--- src/design/atw_regs.svh ---
`ifndef ATW_REGS_SVH
`define ATW_REGS_SVH
`define ATW_OFS_MODE_ZERO  12'h000
`define ATW_OFS_MODE_ONE   12'h004
`define ATW_OFS_MODE_TWO   12'h008
`define ATW_OFS_UPPER      12'h00c
`define ATW_OFS_LOWER      12'h010
`define ATW_OFS_CHAN       12'h014
`define ATW_OFS_RESULT     12'h018
`define ATW_OFS_STATUS     12'h01c
`define ATW_OFS_MASK       12'h020
`define ATW_OFS_STATE      12'h024
`define ATW_RST_ZERO       8'h00
`define ATW_RST_ONE        8'h00
`define ATW_RST_TWO        8'h00
`define ATW_RST_UPPER      8'hff
`define ATW_RST_LOWER      8'h00
`define ATW_RST_CHAN       8'h00
`define ATW_MASK_ONE       8'he3
`define ATW_MASK_TWO       8'he9
`define ATW_MASK_CHAN      8'h9f
`define ATW_BIT_CE         0
`define ATW_BIT_RUN        7
`define ATW_BIT_SCAN       6
`define ATW_BIT_ONESHOT    5
`define ATW_BIT_CRK        3
`define ATW_BIT_TYP        0
`define ATW_BIT_ISS        7
`define ATW_IRQ_DONE       0
`define ATW_IRQ_PROHIB     1
`define ATW_CONV_NS        2000
`define ATW_CLK_NS         25
`define ATW_CONV_CYC       ((`ATW_CONV_NS + `ATW_CLK_NS - 1) / `ATW_CLK_NS)
`endif

--- src/design/atw_pkg.sv ---
package atw_pkg;
   typedef enum logic [1:0] {ATW_SW, ATW_HW_NOWAIT, ATW_HW_WAIT} atw_trig_e;
   typedef enum logic [1:0] {ATW_REF_VDD, ATW_REF_EXT, ATW_REF_INT,
                             ATW_REF_BAD} atw_pref_e;
   typedef struct packed {
      logic [4:0] chan;
      logic       internal;
      logic       valid;
   } atw_route_s;
   typedef struct packed {
      logic [9:0] value;
      logic       eight_bit;
   } atw_result_s;
endpackage

--- src/design/atw_sync.sv ---
`timescale 1ns/1ps
module atw_sync
   import atw_pkg::*;
(
   input  wire logic       REF_CLK_IN,
   input  wire logic       RST_N_IN,
   input  wire logic [3:0] PIN_IN,
   output logic      [3:0] RISE_OUT
);
   // three stages; a change counts once stages two and three agree
   logic [3:0] s1_r, s2_r, s3_r, q_r;
   always_ff @(posedge REF_CLK_IN or negedge RST_N_IN) begin
      if (!RST_N_IN) begin
         s1_r <= 4'h0;
         s2_r <= 4'h0;
         s3_r <= 4'h0;
         q_r  <= 4'h0;
      end else begin
         s1_r <= PIN_IN;
         s2_r <= s1_r;
         s3_r <= s2_r;
         q_r  <= q_r ^ (~(s2_r ^ s3_r) & (s3_r ^ q_r));
      end
   end
   // rising edge of the filtered level
   genvar g;
   generate
      for (g = 0; g < 4; g++) begin : g_edge
         assign RISE_OUT[g] = (s2_r[g] == s3_r[g]) & s3_r[g] & ~q_r[g];
      end
   endgenerate
endmodule

--- src/design/atw_top.sv ---
// Chosen here: the AXI4-Lite register port and the placing of the registers.
`timescale 1ns/1ps
`include "atw_regs.svh"
module atw_top
   import atw_pkg::*;
(
   input  wire logic        REF_CLK_IN,
   input  wire logic        RST_N_IN,
   input  wire logic [11:0] S_AXI_AWADDR_IN,
   input  wire logic        S_AXI_AWVALID_IN,
   output logic             S_AXI_AWREADY_OUT,
   input  wire logic [31:0] S_AXI_WDATA_IN,
   input  wire logic [3:0]  S_AXI_WSTRB_IN,
   input  wire logic        S_AXI_WVALID_IN,
   output logic             S_AXI_WREADY_OUT,
   output logic [1:0]       S_AXI_BRESP_OUT,
   output logic             S_AXI_BVALID_OUT,
   input  wire logic        S_AXI_BREADY_IN,
   input  wire logic [11:0] S_AXI_ARADDR_IN,
   input  wire logic        S_AXI_ARVALID_IN,
   output logic             S_AXI_ARREADY_OUT,
   output logic [31:0]      S_AXI_RDATA_OUT,
   output logic [1:0]       S_AXI_RRESP_OUT,
   output logic             S_AXI_RVALID_OUT,
   input  wire logic        S_AXI_RREADY_IN,
   input  wire logic        TIMER_CH1_IRQ_IN,
   input  wire logic        EVENT_LINK_IN,
   input  wire logic        RTC_IRQ_IN,
   input  wire logic        INTERVAL_TIMER_IRQ_IN,
   input  wire logic [9:0]  CONVERSION_RESULT_IN,
   output logic             CONV_START_OUT,
   output atw_route_s       ROUTE_OUT,
   output logic [1:0]       POS_REF_SEL_OUT,
   output logic             NEG_REF_SEL_OUT,
   output logic             COMPARATOR_ENABLE_OUT,
   output logic             SCAN_MODE_OUT,
   output logic             CONV_DONE_IRQ_OUT,
   output logic             IRQ_OUT
);
   logic [7:0] mode_zero_r, mode_one_r, mode_two_r;
   logic [7:0] upper_r, lower_r, chan_r;
   logic [1:0] status_r, mask_r;
   logic [9:0] result_r;
   logic       aw_hold_r, w_hold_r;
   logic [11:0] awaddr_r;
   logic [31:0] wdata_r;
   logic        wstrb0_r;
   logic [3:0] rise;
   logic       busy_r, pass, trig_sel, sw_start, hw_start;
   logic [7:0] cnt_r;
   atw_trig_e  tmode;
   atw_route_s route_nxt;
   logic       wr_go, rd_go;

   // field decode used at start and in the state readback
   function automatic atw_trig_e trig_of(input logic [7:0] m);
      if (!m[7])
         trig_of = ATW_SW;
      else if (!m[6])
         trig_of = ATW_HW_NOWAIT;
      else
         trig_of = ATW_HW_WAIT;
   endfunction

   // external and internal channel legality
   function automatic logic chan_ok(input logic [7:0] c, input logic [1:0] p);
      if (!c[`ATW_BIT_ISS])
         chan_ok = (c[4:0] <= 5'h0e)
                   || (c[4:0] >= 5'h10 && c[4:0] <= 5'h14);
      else
         chan_ok = (c[4:1] == 4'h0) && !(c[0] == 1'b0 && p == 2'b10);
   endfunction

   assign tmode = trig_of(mode_one_r);

   atw_sync u_sync (
      .REF_CLK_IN (REF_CLK_IN),
      .RST_N_IN   (RST_N_IN),
      .PIN_IN     ({INTERVAL_TIMER_IRQ_IN, RTC_IRQ_IN, EVENT_LINK_IN,
                    TIMER_CH1_IRQ_IN}),
      .RISE_OUT   (rise)
   );

   atw_window u_win (
      .UPPER_IN   (upper_r),
      .LOWER_IN   (lower_r),
      .RES_IN     ({CONVERSION_RESULT_IN, mode_two_r[`ATW_BIT_TYP]}),
      .OUTSIDE_IN (mode_two_r[`ATW_BIT_CRK]),
      .PASS_OUT   (pass)
   );

   // trigger source mux
   assign trig_sel = rise[mode_one_r[1:0]];
   assign hw_start = (tmode != ATW_SW) && mode_zero_r[`ATW_BIT_CE] && trig_sel
                     && !busy_r;
   assign sw_start = (tmode == ATW_SW) && mode_zero_r[`ATW_BIT_RUN]
                     && mode_zero_r[`ATW_BIT_CE] && !busy_r;
   assign route_nxt = '{chan: chan_r[4:0], internal: chan_r[`ATW_BIT_ISS],
                        valid: chan_ok(chan_r, mode_two_r[7:6])};

   // axi handshakes: hold address and data until both present
   assign S_AXI_AWREADY_OUT = !aw_hold_r && !S_AXI_BVALID_OUT;
   assign S_AXI_WREADY_OUT  = !w_hold_r && !S_AXI_BVALID_OUT;
   assign S_AXI_ARREADY_OUT = !S_AXI_RVALID_OUT;
   assign wr_go = aw_hold_r && w_hold_r;
   assign rd_go = S_AXI_ARVALID_IN && S_AXI_ARREADY_OUT;
   always_ff @(posedge REF_CLK_IN or negedge RST_N_IN) begin
      if (!RST_N_IN) begin
         aw_hold_r        <= 1'b0;
         w_hold_r         <= 1'b0;
         awaddr_r         <= 12'h000;
         wdata_r          <= 32'h0;
         wstrb0_r         <= 1'b0;
         S_AXI_BVALID_OUT <= 1'b0;
         S_AXI_BRESP_OUT  <= 2'b00;
      end else begin
         if (S_AXI_AWVALID_IN && S_AXI_AWREADY_OUT) begin
            aw_hold_r <= 1'b1;
            awaddr_r  <= S_AXI_AWADDR_IN;
         end
         if (S_AXI_WVALID_IN && S_AXI_WREADY_OUT) begin
            w_hold_r <= 1'b1;
            wdata_r  <= S_AXI_WDATA_IN;
            wstrb0_r <= S_AXI_WSTRB_IN[0]; // strobe may drop after handshake
         end
         if (wr_go) begin
            aw_hold_r        <= 1'b0;
            w_hold_r         <= 1'b0;
            S_AXI_BVALID_OUT <= 1'b1;
            S_AXI_BRESP_OUT  <= (awaddr_r > `ATW_OFS_MASK) ? 2'b10 : 2'b00;
         end else if (S_AXI_BREADY_IN)
            S_AXI_BVALID_OUT <= 1'b0;
      end
   end

   // register writes; byte lane 0 only, reserved bits of mode_one_r, mode_two_r and chan_r held at zero
   always_ff @(posedge REF_CLK_IN or negedge RST_N_IN) begin
      if (!RST_N_IN) begin
         mode_zero_r <= `ATW_RST_ZERO;
         mode_one_r  <= `ATW_RST_ONE;
         mode_two_r  <= `ATW_RST_TWO;
         upper_r     <= `ATW_RST_UPPER;
         lower_r     <= `ATW_RST_LOWER;
         chan_r      <= `ATW_RST_CHAN;
         mask_r      <= 2'b00;
      end else begin
         if (wr_go && wstrb0_r) begin
            if (awaddr_r == `ATW_OFS_MODE_ZERO)
               mode_zero_r <= wdata_r[7:0];
            else if (awaddr_r == `ATW_OFS_MODE_ONE)
               mode_one_r <= wdata_r[7:0] & `ATW_MASK_ONE;
            else if (awaddr_r == `ATW_OFS_MODE_TWO)
               mode_two_r <= wdata_r[7:0] & `ATW_MASK_TWO;
            else if (awaddr_r == `ATW_OFS_UPPER)
               upper_r <= wdata_r[7:0];
            else if (awaddr_r == `ATW_OFS_LOWER)
               lower_r <= wdata_r[7:0];
            else if (awaddr_r == `ATW_OFS_CHAN)
               chan_r <= wdata_r[7:0] & `ATW_MASK_CHAN;
            else if (awaddr_r == `ATW_OFS_MASK)
               mask_r <= wdata_r[1:0];
         end
         // one-shot software run clears itself once started
         if (sw_start && mode_one_r[`ATW_BIT_ONESHOT])
            mode_zero_r[`ATW_BIT_RUN] <= 1'b0;
      end
   end

   // conversion timing and channel latch
   always_ff @(posedge REF_CLK_IN or negedge RST_N_IN) begin
      if (!RST_N_IN) begin
         busy_r         <= 1'b0;
         cnt_r          <= 8'h00;
         CONV_START_OUT <= 1'b0;
         ROUTE_OUT      <= '0;
         result_r       <= 10'h000;
      end else begin
         CONV_START_OUT <= hw_start || sw_start;
         if (hw_start || sw_start) begin
            busy_r    <= 1'b1;
            cnt_r     <= 8'(`ATW_CONV_CYC);
            ROUTE_OUT <= route_nxt;
         end else if (busy_r) begin
            if (cnt_r == 8'h01) begin
               busy_r   <= 1'b0;
               result_r <= mode_two_r[`ATW_BIT_TYP] ?
                           {2'b00, CONVERSION_RESULT_IN[7:0]} :
                           CONVERSION_RESULT_IN;
            end
            cnt_r <= cnt_r - 8'h01;
         end
      end
   end

   // sticky events; set wins over write-one clear
   logic done_ev, bad_ev;
   assign done_ev = busy_r && (cnt_r == 8'h01) && pass;
   assign bad_ev  = (hw_start || sw_start) && (!route_nxt.valid
                    || mode_two_r[7:6] == 2'b11);
   always_ff @(posedge REF_CLK_IN or negedge RST_N_IN) begin
      if (!RST_N_IN)
         status_r <= 2'b00;
      else begin
         if (wr_go && wstrb0_r && awaddr_r == `ATW_OFS_STATUS)
            status_r <= status_r & ~wdata_r[1:0];
         if (done_ev)
            status_r[`ATW_IRQ_DONE] <= 1'b1;
         if (bad_ev)
            status_r[`ATW_IRQ_PROHIB] <= 1'b1;
      end
   end
   always_ff @(posedge REF_CLK_IN or negedge RST_N_IN) begin
      if (!RST_N_IN) begin
         CONV_DONE_IRQ_OUT <= 1'b0;
         IRQ_OUT           <= 1'b0;
      end else begin
         CONV_DONE_IRQ_OUT <= done_ev;
         IRQ_OUT <= |(status_r & mask_r);
      end
   end

   // static selections toward the analog side
   always_ff @(posedge REF_CLK_IN or negedge RST_N_IN) begin
      if (!RST_N_IN) begin
         POS_REF_SEL_OUT       <= 2'b00;
         NEG_REF_SEL_OUT       <= 1'b0;
         COMPARATOR_ENABLE_OUT <= 1'b0;
         SCAN_MODE_OUT         <= 1'b0;
      end else begin
         POS_REF_SEL_OUT <= (mode_two_r[7:6] == 2'b11) ? 2'b00
                            : mode_two_r[7:6];
         NEG_REF_SEL_OUT       <= mode_two_r[5];
         COMPARATOR_ENABLE_OUT <= mode_zero_r[`ATW_BIT_CE];
         SCAN_MODE_OUT         <= mode_zero_r[`ATW_BIT_SCAN];
      end
   end

   // read channel; unmapped reads return slverr
   always_ff @(posedge REF_CLK_IN or negedge RST_N_IN) begin
      if (!RST_N_IN) begin
         S_AXI_RVALID_OUT <= 1'b0;
         S_AXI_RDATA_OUT  <= 32'h0;
         S_AXI_RRESP_OUT  <= 2'b00;
      end else if (rd_go) begin
         S_AXI_RVALID_OUT <= 1'b1;
         S_AXI_RRESP_OUT  <= 2'b00;
         if (S_AXI_ARADDR_IN == `ATW_OFS_MODE_ZERO)
            S_AXI_RDATA_OUT <= {24'h0, mode_zero_r};
         else if (S_AXI_ARADDR_IN == `ATW_OFS_MODE_ONE)
            S_AXI_RDATA_OUT <= {24'h0, mode_one_r};
         else if (S_AXI_ARADDR_IN == `ATW_OFS_MODE_TWO)
            S_AXI_RDATA_OUT <= {24'h0, mode_two_r};
         else if (S_AXI_ARADDR_IN == `ATW_OFS_UPPER)
            S_AXI_RDATA_OUT <= {24'h0, upper_r};
         else if (S_AXI_ARADDR_IN == `ATW_OFS_LOWER)
            S_AXI_RDATA_OUT <= {24'h0, lower_r};
         else if (S_AXI_ARADDR_IN == `ATW_OFS_CHAN)
            S_AXI_RDATA_OUT <= {24'h0, chan_r};
         else if (S_AXI_ARADDR_IN == `ATW_OFS_RESULT)
            S_AXI_RDATA_OUT <= {22'h0, result_r};
         else if (S_AXI_ARADDR_IN == `ATW_OFS_STATUS)
            S_AXI_RDATA_OUT <= {30'h0, status_r};
         else if (S_AXI_ARADDR_IN == `ATW_OFS_MASK)
            S_AXI_RDATA_OUT <= {30'h0, mask_r};
         else if (S_AXI_ARADDR_IN == `ATW_OFS_STATE)
            S_AXI_RDATA_OUT <= {29'h0, busy_r, tmode};
         else begin
            S_AXI_RDATA_OUT <= 32'h0;
            S_AXI_RRESP_OUT <= 2'b10;
         end
      end else if (S_AXI_RREADY_IN)
         S_AXI_RVALID_OUT <= 1'b0;
   end

   // checks
   start_needs_ce_a: assert property (@(posedge REF_CLK_IN)
      disable iff (!RST_N_IN) CONV_START_OUT |-> $past(mode_zero_r[0]))
      else $error("start without comparator enable");
   hw_start_trig_a: assert property (@(posedge REF_CLK_IN)
      disable iff (!RST_N_IN) hw_start |-> mode_one_r[7] && trig_sel)
      else $error("hardware start without trigger");
   route_latch_a: assert property (@(posedge REF_CLK_IN)
      disable iff (!RST_N_IN)
      hw_start |=> ROUTE_OUT.chan == $past(chan_r[4:0]))
      else $error("channel not latched");
   trig_mode_a: assert property (@(posedge REF_CLK_IN)
      disable iff (!RST_N_IN)
      mode_one_r[7:6] == 2'b10 |-> tmode == ATW_HW_NOWAIT)
      else $error("trigger mode decode wrong");
   inside_irq_a: assert property (@(posedge REF_CLK_IN)
      disable iff (!RST_N_IN) done_ev && !mode_two_r[3] |->
      lower_r <= (mode_two_r[0] ? CONVERSION_RESULT_IN[7:0]
                                : CONVERSION_RESULT_IN[9:2]))
      else $error("inside window violated");
   outside_irq_a: assert property (@(posedge REF_CLK_IN)
      disable iff (!RST_N_IN) busy_r && cnt_r == 8'h01 && mode_two_r[3]
      && upper_r == 8'h00 |-> done_ev)
      else $error("outside window missed");
   irq_pulse_a: assert property (@(posedge REF_CLK_IN)
      disable iff (!RST_N_IN)
      done_ev |=> CONV_DONE_IRQ_OUT ##1 !CONV_DONE_IRQ_OUT)
      else $error("done pulse wrong");
   ref_out_a: assert property (@(posedge REF_CLK_IN)
      disable iff (!RST_N_IN) ##1 POS_REF_SEL_OUT != 2'b11)
      else $error("prohibited reference driven");
   neg_ref_a: assert property (@(posedge REF_CLK_IN)
      disable iff (!RST_N_IN) NEG_REF_SEL_OUT == $past(mode_two_r[5]))
      else $error("negative reference lag");
   conv_c: cover property (@(posedge REF_CLK_IN) hw_start ##[1:200] done_ev);
   sw_c: cover property (@(posedge REF_CLK_IN) sw_start);
   bad_c: cover property (@(posedge REF_CLK_IN) bad_ev);
endmodule

--- src/design/atw_window.sv ---
`timescale 1ns/1ps
module atw_window
   import atw_pkg::*;
(
   input  wire logic        [7:0] UPPER_IN,
   input  wire logic        [7:0] LOWER_IN,
   input  wire atw_result_s       RES_IN,
   input  wire logic              OUTSIDE_IN,
   output logic                   PASS_OUT
);
   // eight-bit results arrive in the low bits; ten-bit compares bits 9:2
   logic [7:0] top;
   always_comb begin
      top = RES_IN.eight_bit ? RES_IN.value[7:0] : RES_IN.value[9:2];
      if (!OUTSIDE_IN)
         PASS_OUT = (LOWER_IN <= top) && (top <= UPPER_IN);
      else
         PASS_OUT = (top <= LOWER_IN) || (UPPER_IN <= top);
   end
endmodule

--- config.mk ---
export PLATFORM = sky130hd
export DESIGN_NAME = atw_top
export DESIGN_NICKNAME = d
export VERILOG_FILES = /design/src/design/atw_pkg.sv /design/src/design/atw_sync.sv /design/src/design/atw_top.sv /design/src/design/atw_window.sv
export VERILOG_INCLUDE_DIRS = /design/src /design/src/design
export SDC_FILE = /design/constraint.sdc
export NUM_CORES = 1
export LEC_CHECK = 0
export ABC_CLOCK_PERIOD_IN_PS = 3300
export BUFFER_PORTS_ARGS = -buffer_cell sky130_fd_sc_hd__buf_2
export CAP_MARGIN = 20
export CORE_MARGIN = 2
export CORE_UTILIZATION = 55
export CTS_CLUSTER_DIAMETER = 40
export DETAILED_ROUTE_END_ITERATION = 10
export PLACE_DENSITY = 0.84
export SLEW_MARGIN = 20
export SYNTH_ARGS = -nofsm -noshare
export SYNTH_HDL_FRONTEND = slang
export SYNTH_SLANG_ARGS = --single-unit
export TNS_END_PERCENT = 50
--- constraint.sdc ---
create_clock -name REF_CLK_IN -period 3.3 [get_ports REF_CLK_IN]
set_clock_uncertainty 0.2 [all_clocks]
set_input_delay 0 -clock REF_CLK_IN [delete_from_list [all_inputs] [get_ports REF_CLK_IN]]
set_output_delay 0 -clock REF_CLK_IN [all_outputs]
set_load 0.1 [all_outputs]
After elaboration in Yosys (flattened, before gate mapping)
Index checks and enable logic that the tools add are counted.
{"block": "word_totals", "regBits": 155, "input_bits": 81}
{"block": "op_classes", "bitwise": 28, "n_eq_ne": 23, "n_mux": 49, "magnitude_cmp": 9, "reduce_logical": 57, "n_addsub": 1}
{"cell": "== test 12 x 5 -> 1 bit, second input constant", "n": 7}
{"cell": "two-way mux 10 bit", "n": 8}
{"cell": "== test 12 x 4 -> 1 bit, second input constant", "n": 4}
{"cell": "two-way mux 8 bit", "n": 5}
{"cell": "== test 12 x 6 -> 1 bit, second input constant", "n": 3}
{"cell": "less-or-equal comparator 8 bit", "n": 4}
{"cell": "two-way mux 2 bit", "n": 15}
{"cell": "== test 12 x 3 -> 1 bit, second input constant", "n": 2}
{"cell": "zero test 12 bit", "n": 2}
{"cell": "logical AND 1 bit", "n": 22}
{"cell": "nonzero test 2 bit", "n": 10}
{"cell": "two-way mux 1 bit", "n": 17}
{"cell": "> comparator 12 x 6 -> 1 bit, second input constant", "n": 1}
{"cell": "inverter 1 bit", "n": 12}
{"cell": "XOR 4 bit", "n": 3}
{"cell": "two-way mux 3 bit", "n": 3}
{"cell": "AND 1 bit", "n": 8}
{"cell": "== test 8 x 1 -> 1 bit, second input constant", "n": 1}
{"cell": "AND reduction 8 bit", "n": 1}
{"cell": "subtractor 8 x 1 -> 8 bit, second input constant", "n": 1}
{"cell": "zero test 1 bit", "n": 7}
{"cell": "AND reduction 7 bit", "n": 1}
{"cell": "AND reduction 3 bit", "n": 2}
{"cell": "AND reduction 6 bit", "n": 1}
{"cell": "18 further kinds", "n": 27}

Logic depth before layout (Yosys ltp)
Gate-level depths: netlist (run 1).
{"block": "depth", "word_depth": 12, "depth_mapped": 10, "mapped_depth_nobuf": 9}

Hierarchy
From an unflattened synthesis (run 1), not the netlist that was laid out.
{"block": "unflattened", "hier_cells": 552, "hier_area_um2": 6558.8}
{"mod": "atw_top", "cells_each": 458, "n_inst": 1, "area_per_inst_um2": 5470.2, "seq_area_each_um2": 2887.8}
{"mod": "atw_window", "cells_each": 66, "n_inst": 1, "area_per_inst_um2": 553.0, "seq_area_each_um2": 0.0}
{"mod": "atw_sync", "cells_each": 28, "n_inst": 1, "area_per_inst_um2": 535.5, "seq_area_each_um2": 400.4}

Worst setup path before layout (run 1)
No wires, ideal clock.
{"block": "synth_path", "path_kind": "reg-to-reg", "start": "register S_AXI_BVALID_OUT", "end": "register awaddr_r[11]", "period_less_slack_ns": 3.651, "arrival_ns": 3.327, "stages_incl_launch_ff": 6, "path_slack_ns": -0.351, "setup_time_ns": 0.125, "path_cell_list": "dfrtp_1 nor2_1 and2_1 clkbuf_1 clkbuf_1 mux2_2"}
{"block": "synth_via", "elab_chain_cells": 3}
{"element": "start, declared", "line_no": "atw_top.sv:17", "rtl": "output logic S_AXI_BVALID_OUT,"}
{"element": "start signal, assigned", "line_no": "atw_top.sv:114", "rtl": "S_AXI_BVALID_OUT <= 1'b0;"}
{"element": "start signal, assigned", "line_no": "atw_top.sv:129", "rtl": "S_AXI_BVALID_OUT <= 1'b1;"}
{"element": "start signal, assigned", "line_no": "atw_top.sv:132", "rtl": "S_AXI_BVALID_OUT <= 1'b0;"}
{"element": "zero test 1 bit", "line_no": "atw_top.sv:102", "rtl": "assign S_AXI_AWREADY_OUT = !aw_hold_r && !S_AXI_BVALID_OUT;"}
{"element": "logical AND 1 bit", "line_no": "atw_top.sv:102"}
{"element": "via S_AXI_AWREADY_OUT", "line_no": "atw_top.sv:11", "rtl": "output logic S_AXI_AWREADY_OUT,"}
{"element": "logical AND 1 bit", "line_no": "atw_top.sv:117", "rtl": "if (S_AXI_AWVALID_IN && S_AXI_AWREADY_OUT) begin"}
{"element": "end signal, assigned", "line_no": "atw_top.sv:111", "rtl": "awaddr_r <= 12'h000;"}
{"element": "end signal, assigned", "line_no": "atw_top.sv:119", "rtl": "awaddr_r <= S_AXI_AWADDR_IN;"}
{"element": "end, declared", "line_no": "atw_top.sv:45", "rtl": "logic [11:0] awaddr_r;"}
The timed path passes the listed nets, and every way through them passes these cells.
A chain may end at the register's enable or synchronous reset.

Worst setup path in the final report (run 1)
{"block": "layout_path", "start": "register mode_two_r[0]", "end": "register status_r[0]"}
{"block": "layout_via", "elab_chain_cells": 6, "elab_cells_between_ends": 11, "cone_classes": "order compare: 4; mux: 3; reduce/logical: 4"}
{"element": "start, declared", "line_no": "atw_top.sv:40", "rtl": "logic [7:0] mode_zero_r, mode_one_r, mode_two_r;"}
{"element": "start signal, assigned", "line_no": "atw_top.sv:141", "rtl": "mode_two_r <= `ATW_RST_TWO;"}
{"element": "start signal, assigned", "line_no": "atw_top.sv:153", "rtl": "mode_two_r <= wdata_r[7:0] & `ATW_MASK_TWO;"}
{"element": "two-way mux 8 bit (*)", "line_no": "atw_window.sv:14", "rtl": "top = RES_IN.eight_bit ? RES_IN.value[7:0] : RES_IN.value[9:2];"}
{"element": "less-or-equal comparator 8 bit, on equally long branches", "line_no": "atw_window.sv:16, atw_window.sv:18"}
{"element": "logical AND 1 bit or logical OR 1 bit (tied branches)", "line_no": "atw_window.sv:16, atw_window.sv:18"}
{"element": "two-way mux 1 bit (*)", "line_no": "atw_window.sv:15", "rtl": "if (!OUTSIDE_IN)"}
{"element": "logical AND 1 bit (*)", "line_no": "atw_top.sv:197", "rtl": "assign done_ev = busy_r && (cnt_r == 8'h01) && pass;"}
{"element": "two-way mux 1 bit or nonzero test 2 bit (tied branches)"}
{"element": "end signal, assigned", "line_no": "atw_top.sv:205", "rtl": "status_r <= status_r & ~wdata_r[1:0];"}
{"element": "end, declared", "line_no": "atw_top.sv:42", "rtl": "logic [1:0] status_r, mask_r;"}
Every way passes the cells marked *; elsewhere a longest branch is shown, timed or not.

==> impl_metrics.ini, run 1 <==
[global_route]
grt_first_pass_wirelength_mm = 24.8
globalRouteTotalUtil = 0.257
first_global_vias = 4995
pin_count_of_the_biggest_net_entering_global_routing = 63
grt_overflow = 0
number_of_antenna_violations_at_the_first_check_in_global_routing = 1

[cts]
cts_repair_resize_count = 0
tritoncts = yes
root_driver = sky130_fd_sc_hd__clkbuf_16
htree_num_levels = 4
post_cts.repair.setup_buffers = 0
clk_path_buf_depth = 2
clkSlewWorstSetupHoldPaths_ps = 60
cts_hold_repair.buffers = 46
clkLatencyLatePin_ps = 410
cts_inserted_buffers = 17
number_of_clock_sinks = 131

[pwr]
cellInternalPower_mw = 3.18
share_clk_of_total_power = 0.376
pwr_density_cell_nw_per_um2 = 599
netSwitchingFraction = 0.326
switchingPower_mw = 1.54
power.ir.vdd_worst_v = 0.000837
comb_power_share = 0.191
sequentialPowerShare = 0.433
leakagePower_nw = 3.74

[route]
wire_per_inst_um = 18.2
vias = 4816
postRouteAntennaNets = 0
drtPass1Iterations = 4
viasPerCell = 5.75
dr.first_iter.drc_count = 277
drc = 0
drt-total-wl_mm = 15.2

[worst_setup_path]
timing.critical_path.max_delay_family = compound AO/OA/AOI/OAI gates
cp_cell_sequence = nor2b_1 -> a21oi_1 -> ha_1 -> o21ai_0 -> nor2_1 -> nor3_1 -> a41o_1 -> o21ai_0
critical_path.reg2reg.startpoint = mode_two_r[0]
worst_setup_path_end_kind = flop
critical_path.slowest_cell = sky130_fd_sc_hd__dfrtp_1
timing.reg2reg.setup_slack_ps = 590
slowest_delay_ps = 670
crit-reg2reg-capture = status_r[0]
cpMostUsedCell = sky130_fd_sc_hd__o21ai_0
critical_path.startpoint = mode_two_r[0]
timing.critical_path.arrival_ps = 2800
worst-path-max-fanout = 12
setup.worst_path.start_class = flop
critPathKind = flop to flop
setup.worst_path.end = status_r[0]
worstSetupPathDepth = 8
worstPathRequired_ps = 3380
timing.reg2reg.worst_path_depth = 8
critical_path.n_buffers_inverters = 0

[layout]
num-nets-final = 784
synthToLayoutAreaGrowth_pct = 23.7
fill_cells = 819
multiInputGateArea_um2 = 2810
fraction_of_final_layout_cells_sized_beyond_drive_strength_1 = 0.326
register_area_um2 = 3290

[die]
start_util = 0.559
chipWidth_um = 112
floorplan.die.height_um = 112
floorplan.die_area_um2 = 12400
ioPinCount = 137
floorplan.rows = 39
core_area_um2 = 11400

[synthesis]
yosys_most_used_dff = sky130_fd_sc_hd__dfrtp_1
post-synth-top-count-cell = sky130_fd_sc_hd__dfrtp_1
synth-edff-count = 0
synth.cell_area_um2 = 6360
post-synth-top-area-cell = sky130_fd_sc_hd__dfrtp_1
synthDistinctLibCells = 57
syn_inst = 546
synth.ff_latch_count = 131
syn_avg_cell_area_um2 = 11.7
synthArstFlopShare = 1.00
synth_common_cells = 123 x sky130_fd_sc_hd__dfrtp_1, 84 x sky130_fd_sc_hd__mux2_2, 38 x sky130_fd_sc_hd__nand2_1, 27 x sky130_fd_sc_hd__inv_1, 26 x sky130_fd_sc_hd__nor2_1
count_of_warnings_emitted_by_yosys = 0
ranking_of_synthesized_cells_by_area = sky130_fd_sc_hd__dfrtp_1 48%, sky130_fd_sc_hd__mux2_2 15%, sky130_fd_sc_hd__ha_1 4.3%
synth_sequential_area_ratio = 0.517
synthDominantCellAreaShare = 0.484

[hold_path]
min-delay-path-class = input port to asynchronous set/reset pin

[place]
dpl_ws_ps = 640
place.detailed.hpwl_mm = 10.5
globalplace.congestion = 0.936
io_buf_count = 85

[timing]
final_hold_viol_count = 0
final.min_clock_period_ps = 2710
setup_violations = 0
worst-slew-pin-transition_ps = 786
final.setup.tns_ps = 0
final.setup.worst_slack_ps = 587
fin_crit_sh = 0.822
timing.fmax_ghz = 0.369
maxSlewViolCount = 0
timing.slew.headroom = 0.469
setup_repair_after_global_routing_missed_its_margin = no

[status]
outcome = finished clean

[job]
timing.max_cap.violations = 0
[stage by stage]
stage | total power, mW | cell area, µm² | hold slack [ps] | cells | util
CTS | 4.73 | 7870 | 5.77 | 837 | 0.692
detailed placement | 2.92 | 6840 | -90.7 | 759 | 0.602
global route | 4.90 | 7870 | 10.2 | 838 | 0.692
global placement | 2.88 | 6840 | -92.6 | 759 | 0.602
floorplan | 2.70 | 6450 | -496 | 569 | -
finish | 4.71 | 7870 | 15.5 | 838 | 0.692
[power by group through the flow]
stage	sequential [mW]	clock (mW)	combinational (mW)
floorplan	2.05	0	0.651
global placement	2.05	0	0.831
detailed placement	2.06	0	0.859
CTS	2.03	1.80	0.901
global route	2.07	1.86	0.964
finish	2.04	1.77	0.902
[worst min-delay path by stage]
stage                           from                     to  slack (ps)  depth (start not counted)
2_1_floorplan               RST_N_IN  COMPARATOR_ENABLE_OUT        -500                          0
3_3_place_gp                RST_N_IN         u_sync.s1_r[1]         -90                          1
3_5_place_dp   INTERVAL_TIMER_IRQ_IN         u_sync.s1_r[3]         -90                          1
4_1_cts                   RTC_IRQ_IN         u_sync.s1_r[2]           6                          2
5_1_grt             TIMER_CH1_IRQ_IN         u_sync.s1_r[0]          10                          2
6_report                    RST_N_IN         u_sync.s2_r[0]          20                          2
[flip-flops by register name, summed over array words and instances (netlist names), 5 cells and up, named ones only]
| name | flops |
|---|---|
| mode_one_r | 5 |
| awaddr_r | 12 |
| lower_r | 8 |
| wdata_r | 8 |
| mode_zero_r | 8 |
| ROUTE_OUT | 7 |
| mode_two_r | 5 |
| chan_r | 6 |
| result_r | 10 |
| cnt_r | 8 |
| upper_r | 8 |
| S_AXI_RDATA_OUT | 10 |
[layout by cell type (no fill, tap or decap), types with 6 or more instances in the layout]
cell / n
sky130_fd_sc_hd__a21oi_1: 21
sky130_fd_sc_hd__nand2_1: 38
sky130_fd_sc_hd__mux2i_1: 17
sky130_fd_sc_hd__o21ai_0: 25
sky130_fd_sc_hd__nand4_1: 7
sky130_fd_sc_hd__buf_2: 84
sky130_fd_sc_hd__dfrtp_1: 123
sky130_fd_sc_hd__clkinvlp_4: 6
sky130_fd_sc_hd__nor2b_1: 10
sky130_fd_sc_hd__clkbuf_16: 17
sky130_fd_sc_hd__conb_1: 24
sky130_fd_sc_hd__dfstp_2: 8
sky130_fd_sc_hd__inv_1: 27
sky130_fd_sc_hd__ha_1: 22
sky130_fd_sc_hd__dlygate4sd3_1: 46
sky130_fd_sc_hd__nand2b_1: 9
sky130_fd_sc_hd__nor2_1: 24
sky130_fd_sc_hd__mux2_2: 84
[per-layer routing]
layer  up-vias  GRT usage  routed length (µm)
met1      2339      0.315                6100
met3        61     0.0561                1050
met4         0      0.151                 718
li1       2175          -                   -
met5         -          0                   0
met2       241      0.420                7370
[cells by family (layout without fill, tap and decap cells)]
group / Yosys count / count (layout) / share of synthesized area
compound gates: 85 / 85 / 0.0848
xor+xnor: 6 / 6 / 0.00826
fa+ha+maj: 22 / 22 / 0.0433
buf+inv: 69 / 194 / 0.0553
flops: 131 / 131 / 0.517
mux: 103 / 103 / 0.183
other cells: 1 / 25 / 0.000590
simple gates: 129 / 129 / 0.108
[area by class of cell]
class | count | area share
Multi-Input combinational cell | 369 | 0.357
Tap cell | 143 | 0.0227
Inverter | 27 | 0.0129
Clock buffer | 21 | 0.0585
Clock inverter | 11 | 0.0135
Timing Repair Buffer | 135 | 0.117
Sequential cell | 131 | 0.418
Antenna cell | 1 | 0.000318
No activity file was read; power rests on OpenSTA's default activity.
==> run 2, diff against run 1 <==
- ABC_CLOCK_PERIOD_IN_PS: 3300 -> 2800
- clock period: 3.3 -> 2.8 ns (I/O delays scaled with it)
==> impl_metrics.ini, run 2 (same netlist as run 1, synthesis figures left out) <==
[status]
outcome = finished clean

[cts]
cts_repair_resize_count = 0
clkLatencyLatePin_ps = 420
post_cts.repair.setup_buffers = 0
clk_path_buf_depth = 2
tritoncts = yes
htree_num_levels = 4
cts_hold_repair.buffers = 45
root_driver = sky130_fd_sc_hd__clkbuf_16
clkSlewWorstSetupHoldPaths_ps = 50
number_of_clock_sinks = 131
cts_inserted_buffers = 17

[layout]
largest_register = awaddr_r
final-instance-count-excl-fill = 841
layout.cells.most_common_list = 122 x sky130_fd_sc_hd__dfrtp_1, 84 x sky130_fd_sc_hd__mux2_2, 84 x sky130_fd_sc_hd__buf_2
design_area_um2 = 7980
finalCoreUtilization = 0.702
num-nets-final = 788
largestRegisters = awaddr_r: 12 flops, S_AXI_RDATA_OUT: 10 flops, result_r: 10 flops
mostFrequentLayoutCell = sky130_fd_sc_hd__dfrtp_1
fraction_of_final_layout_cells_sized_beyond_drive_strength_1 = 0.332
largest_register_ffs = 12
synthToLayoutAreaGrowth_pct = 25.4
num_antenna_cells = 0

[job]
timing.max_cap.violations = 0

[die]
floorplan.die_area_um2 = 12400
core_area_um2 = 11400
floorplan.rows = 39
floorplan.die.height_um = 112
ioPinCount = 137
start_util = 0.559
chipWidth_um = 112

[worst_setup_path]
critPathKind = flop to flop
worst_setup_path_end_kind = flop
setup.worst_path.start_class = flop
timing.reg2reg.setup_slack_ps = 190
timing.critical_path.arrival_ps = 2710
worst-path-max-fanout = 5
worstPathRequired_ps = 2900

[place]
place.detailed.hpwl_mm = 10.7
place.detailed.instances = 764
globalplace.congestion = 0.914
io_buf_count = 85
placedInstanceArea_um2 = 6890

[pwr]
leakagePower_nw = 3.81
power.ir.vdd_worst_v = 0.00102
pwr_density_cell_nw_per_um2 = 733

[route]
drt-total-wl_mm = 15.3
dr.first_iter.drc_count = 330
postRouteAntennaNets = 0
wire_per_inst_um = 18.2
drc = 0
drtPass1Iterations = 5
viasPerCell = 5.64
vias = 4743

[global_route]
grt_overflow = 0
pin_count_of_the_biggest_net_entering_global_routing = 65
grt_first_pass_wirelength_mm = 25.1
first_global_vias = 4950
number_of_antenna_violations_at_the_first_check_in_global_routing = 0
globalRouteTotalUtil = 0.262

[timing]
timing.fmax_ghz = 0.383
final_hold_viol_count = 0
worst-slew-pin-transition_ps = 795
final.min_clock_period_ps = 2610
timing.slew.headroom = 0.463
final.setup.tns_ps = 0
maxSlewViolCount = 0
setup_repair_after_global_routing_missed_its_margin = no
setup_violations = 0
fin_crit_sh = 0.932

[hold_path]
min-delay-path-class = input port to asynchronous set/reset pin
run 2: cell count changes in the layout (fill, tap and decap cells not counted), moves of 2 or more:
cell and change:
sky130_fd_sc_hd__nor2_4 +2, sky130_fd_sc_hd__nor2_2 -2, sky130_fd_sc_hd__clkinvlp_4 -4, sky130_fd_sc_hd__bufinv_16 +3, sky130_fd_sc_hd__buf_4 +5, sky130_fd_sc_hd__clkinv_2 +2
sky130_fd_sc_hd__clkbuf_8 +2, sky130_fd_sc_hd__clkinv_4 -2
run 2: metal layers:
| layer | vias to the layer above | global-route usage | part of all wire |
|---|---|---|---|
| li1 | 2176 | - | - |
| met1 | 2321 | 0.319 | 0.41 |
| met2 | 209 | 0.428 | 0.49 |
| met3 | 37 | 0.0817 | 0.071 |
| met4 | 0 | 0.123 | 0.031 |
| met5 | - | 0 | 0 |
run 2: stage by stage:
stage	setup slack [ps]	total power, mW	hold WS [ps]
after CTS	197	5.86	0.272
after global placement	254	3.42	-92.3
after floorplan	131	3.20	-496
final	189	5.85	4.86
after global routing	32.0	6.08	5.99
after detailed placement	202	3.47	-90.7
run 2: power by group:
group / switching [mW] / internal, mW
logic: 0.711 / 0.367
registers: 0.301 / 2.12
clock network: 0.772 / 1.58
total: 1.78 / 4.06
run 2: cell type report:
cell class | count | area, µm²
fill | 816 | 3390
sequential | 131 | 3290
multi-input combinational | 369 | 2820
timing repair buffer | 139 | 946
clock buffer | 23 | 488
tap | 143 | 179
clock inverter | 9 | 150
inverter | 27 | 101
run 2: final timing paths:
| kind | start | endpoint | cells after the start |
|---|---|---|---|
| max reg2reg | awaddr_r[11] | mode_two_r[0] | 5 |
| max in group asynchronous | RST_N_IN | S_AXI_RDATA_OUT[6] | 3 |
| max | awaddr_r[11] | mode_two_r[0] | 5 |
| min reg2reg | u_sync.s1_r[0] | u_sync.s2_r[0] | 0 |
| min in group REF_CLK_IN | EVENT_LINK_IN | u_sync.s1_r[1] | 2 |
| min | RST_N_IN | mode_zero_r[3] | 2 |
run 2: worst max-delay path, stage by stage, from the launching register on:
cell and delay (ps):
sky130_fd_sc_hd__dfrtp_1 380, sky130_fd_sc_hd__or4_4 540, sky130_fd_sc_hd__or3_4 380, sky130_fd_sc_hd__nor3_4 260
sky130_fd_sc_hd__nand3b_1 350, sky130_fd_sc_hd__mux2_2 390
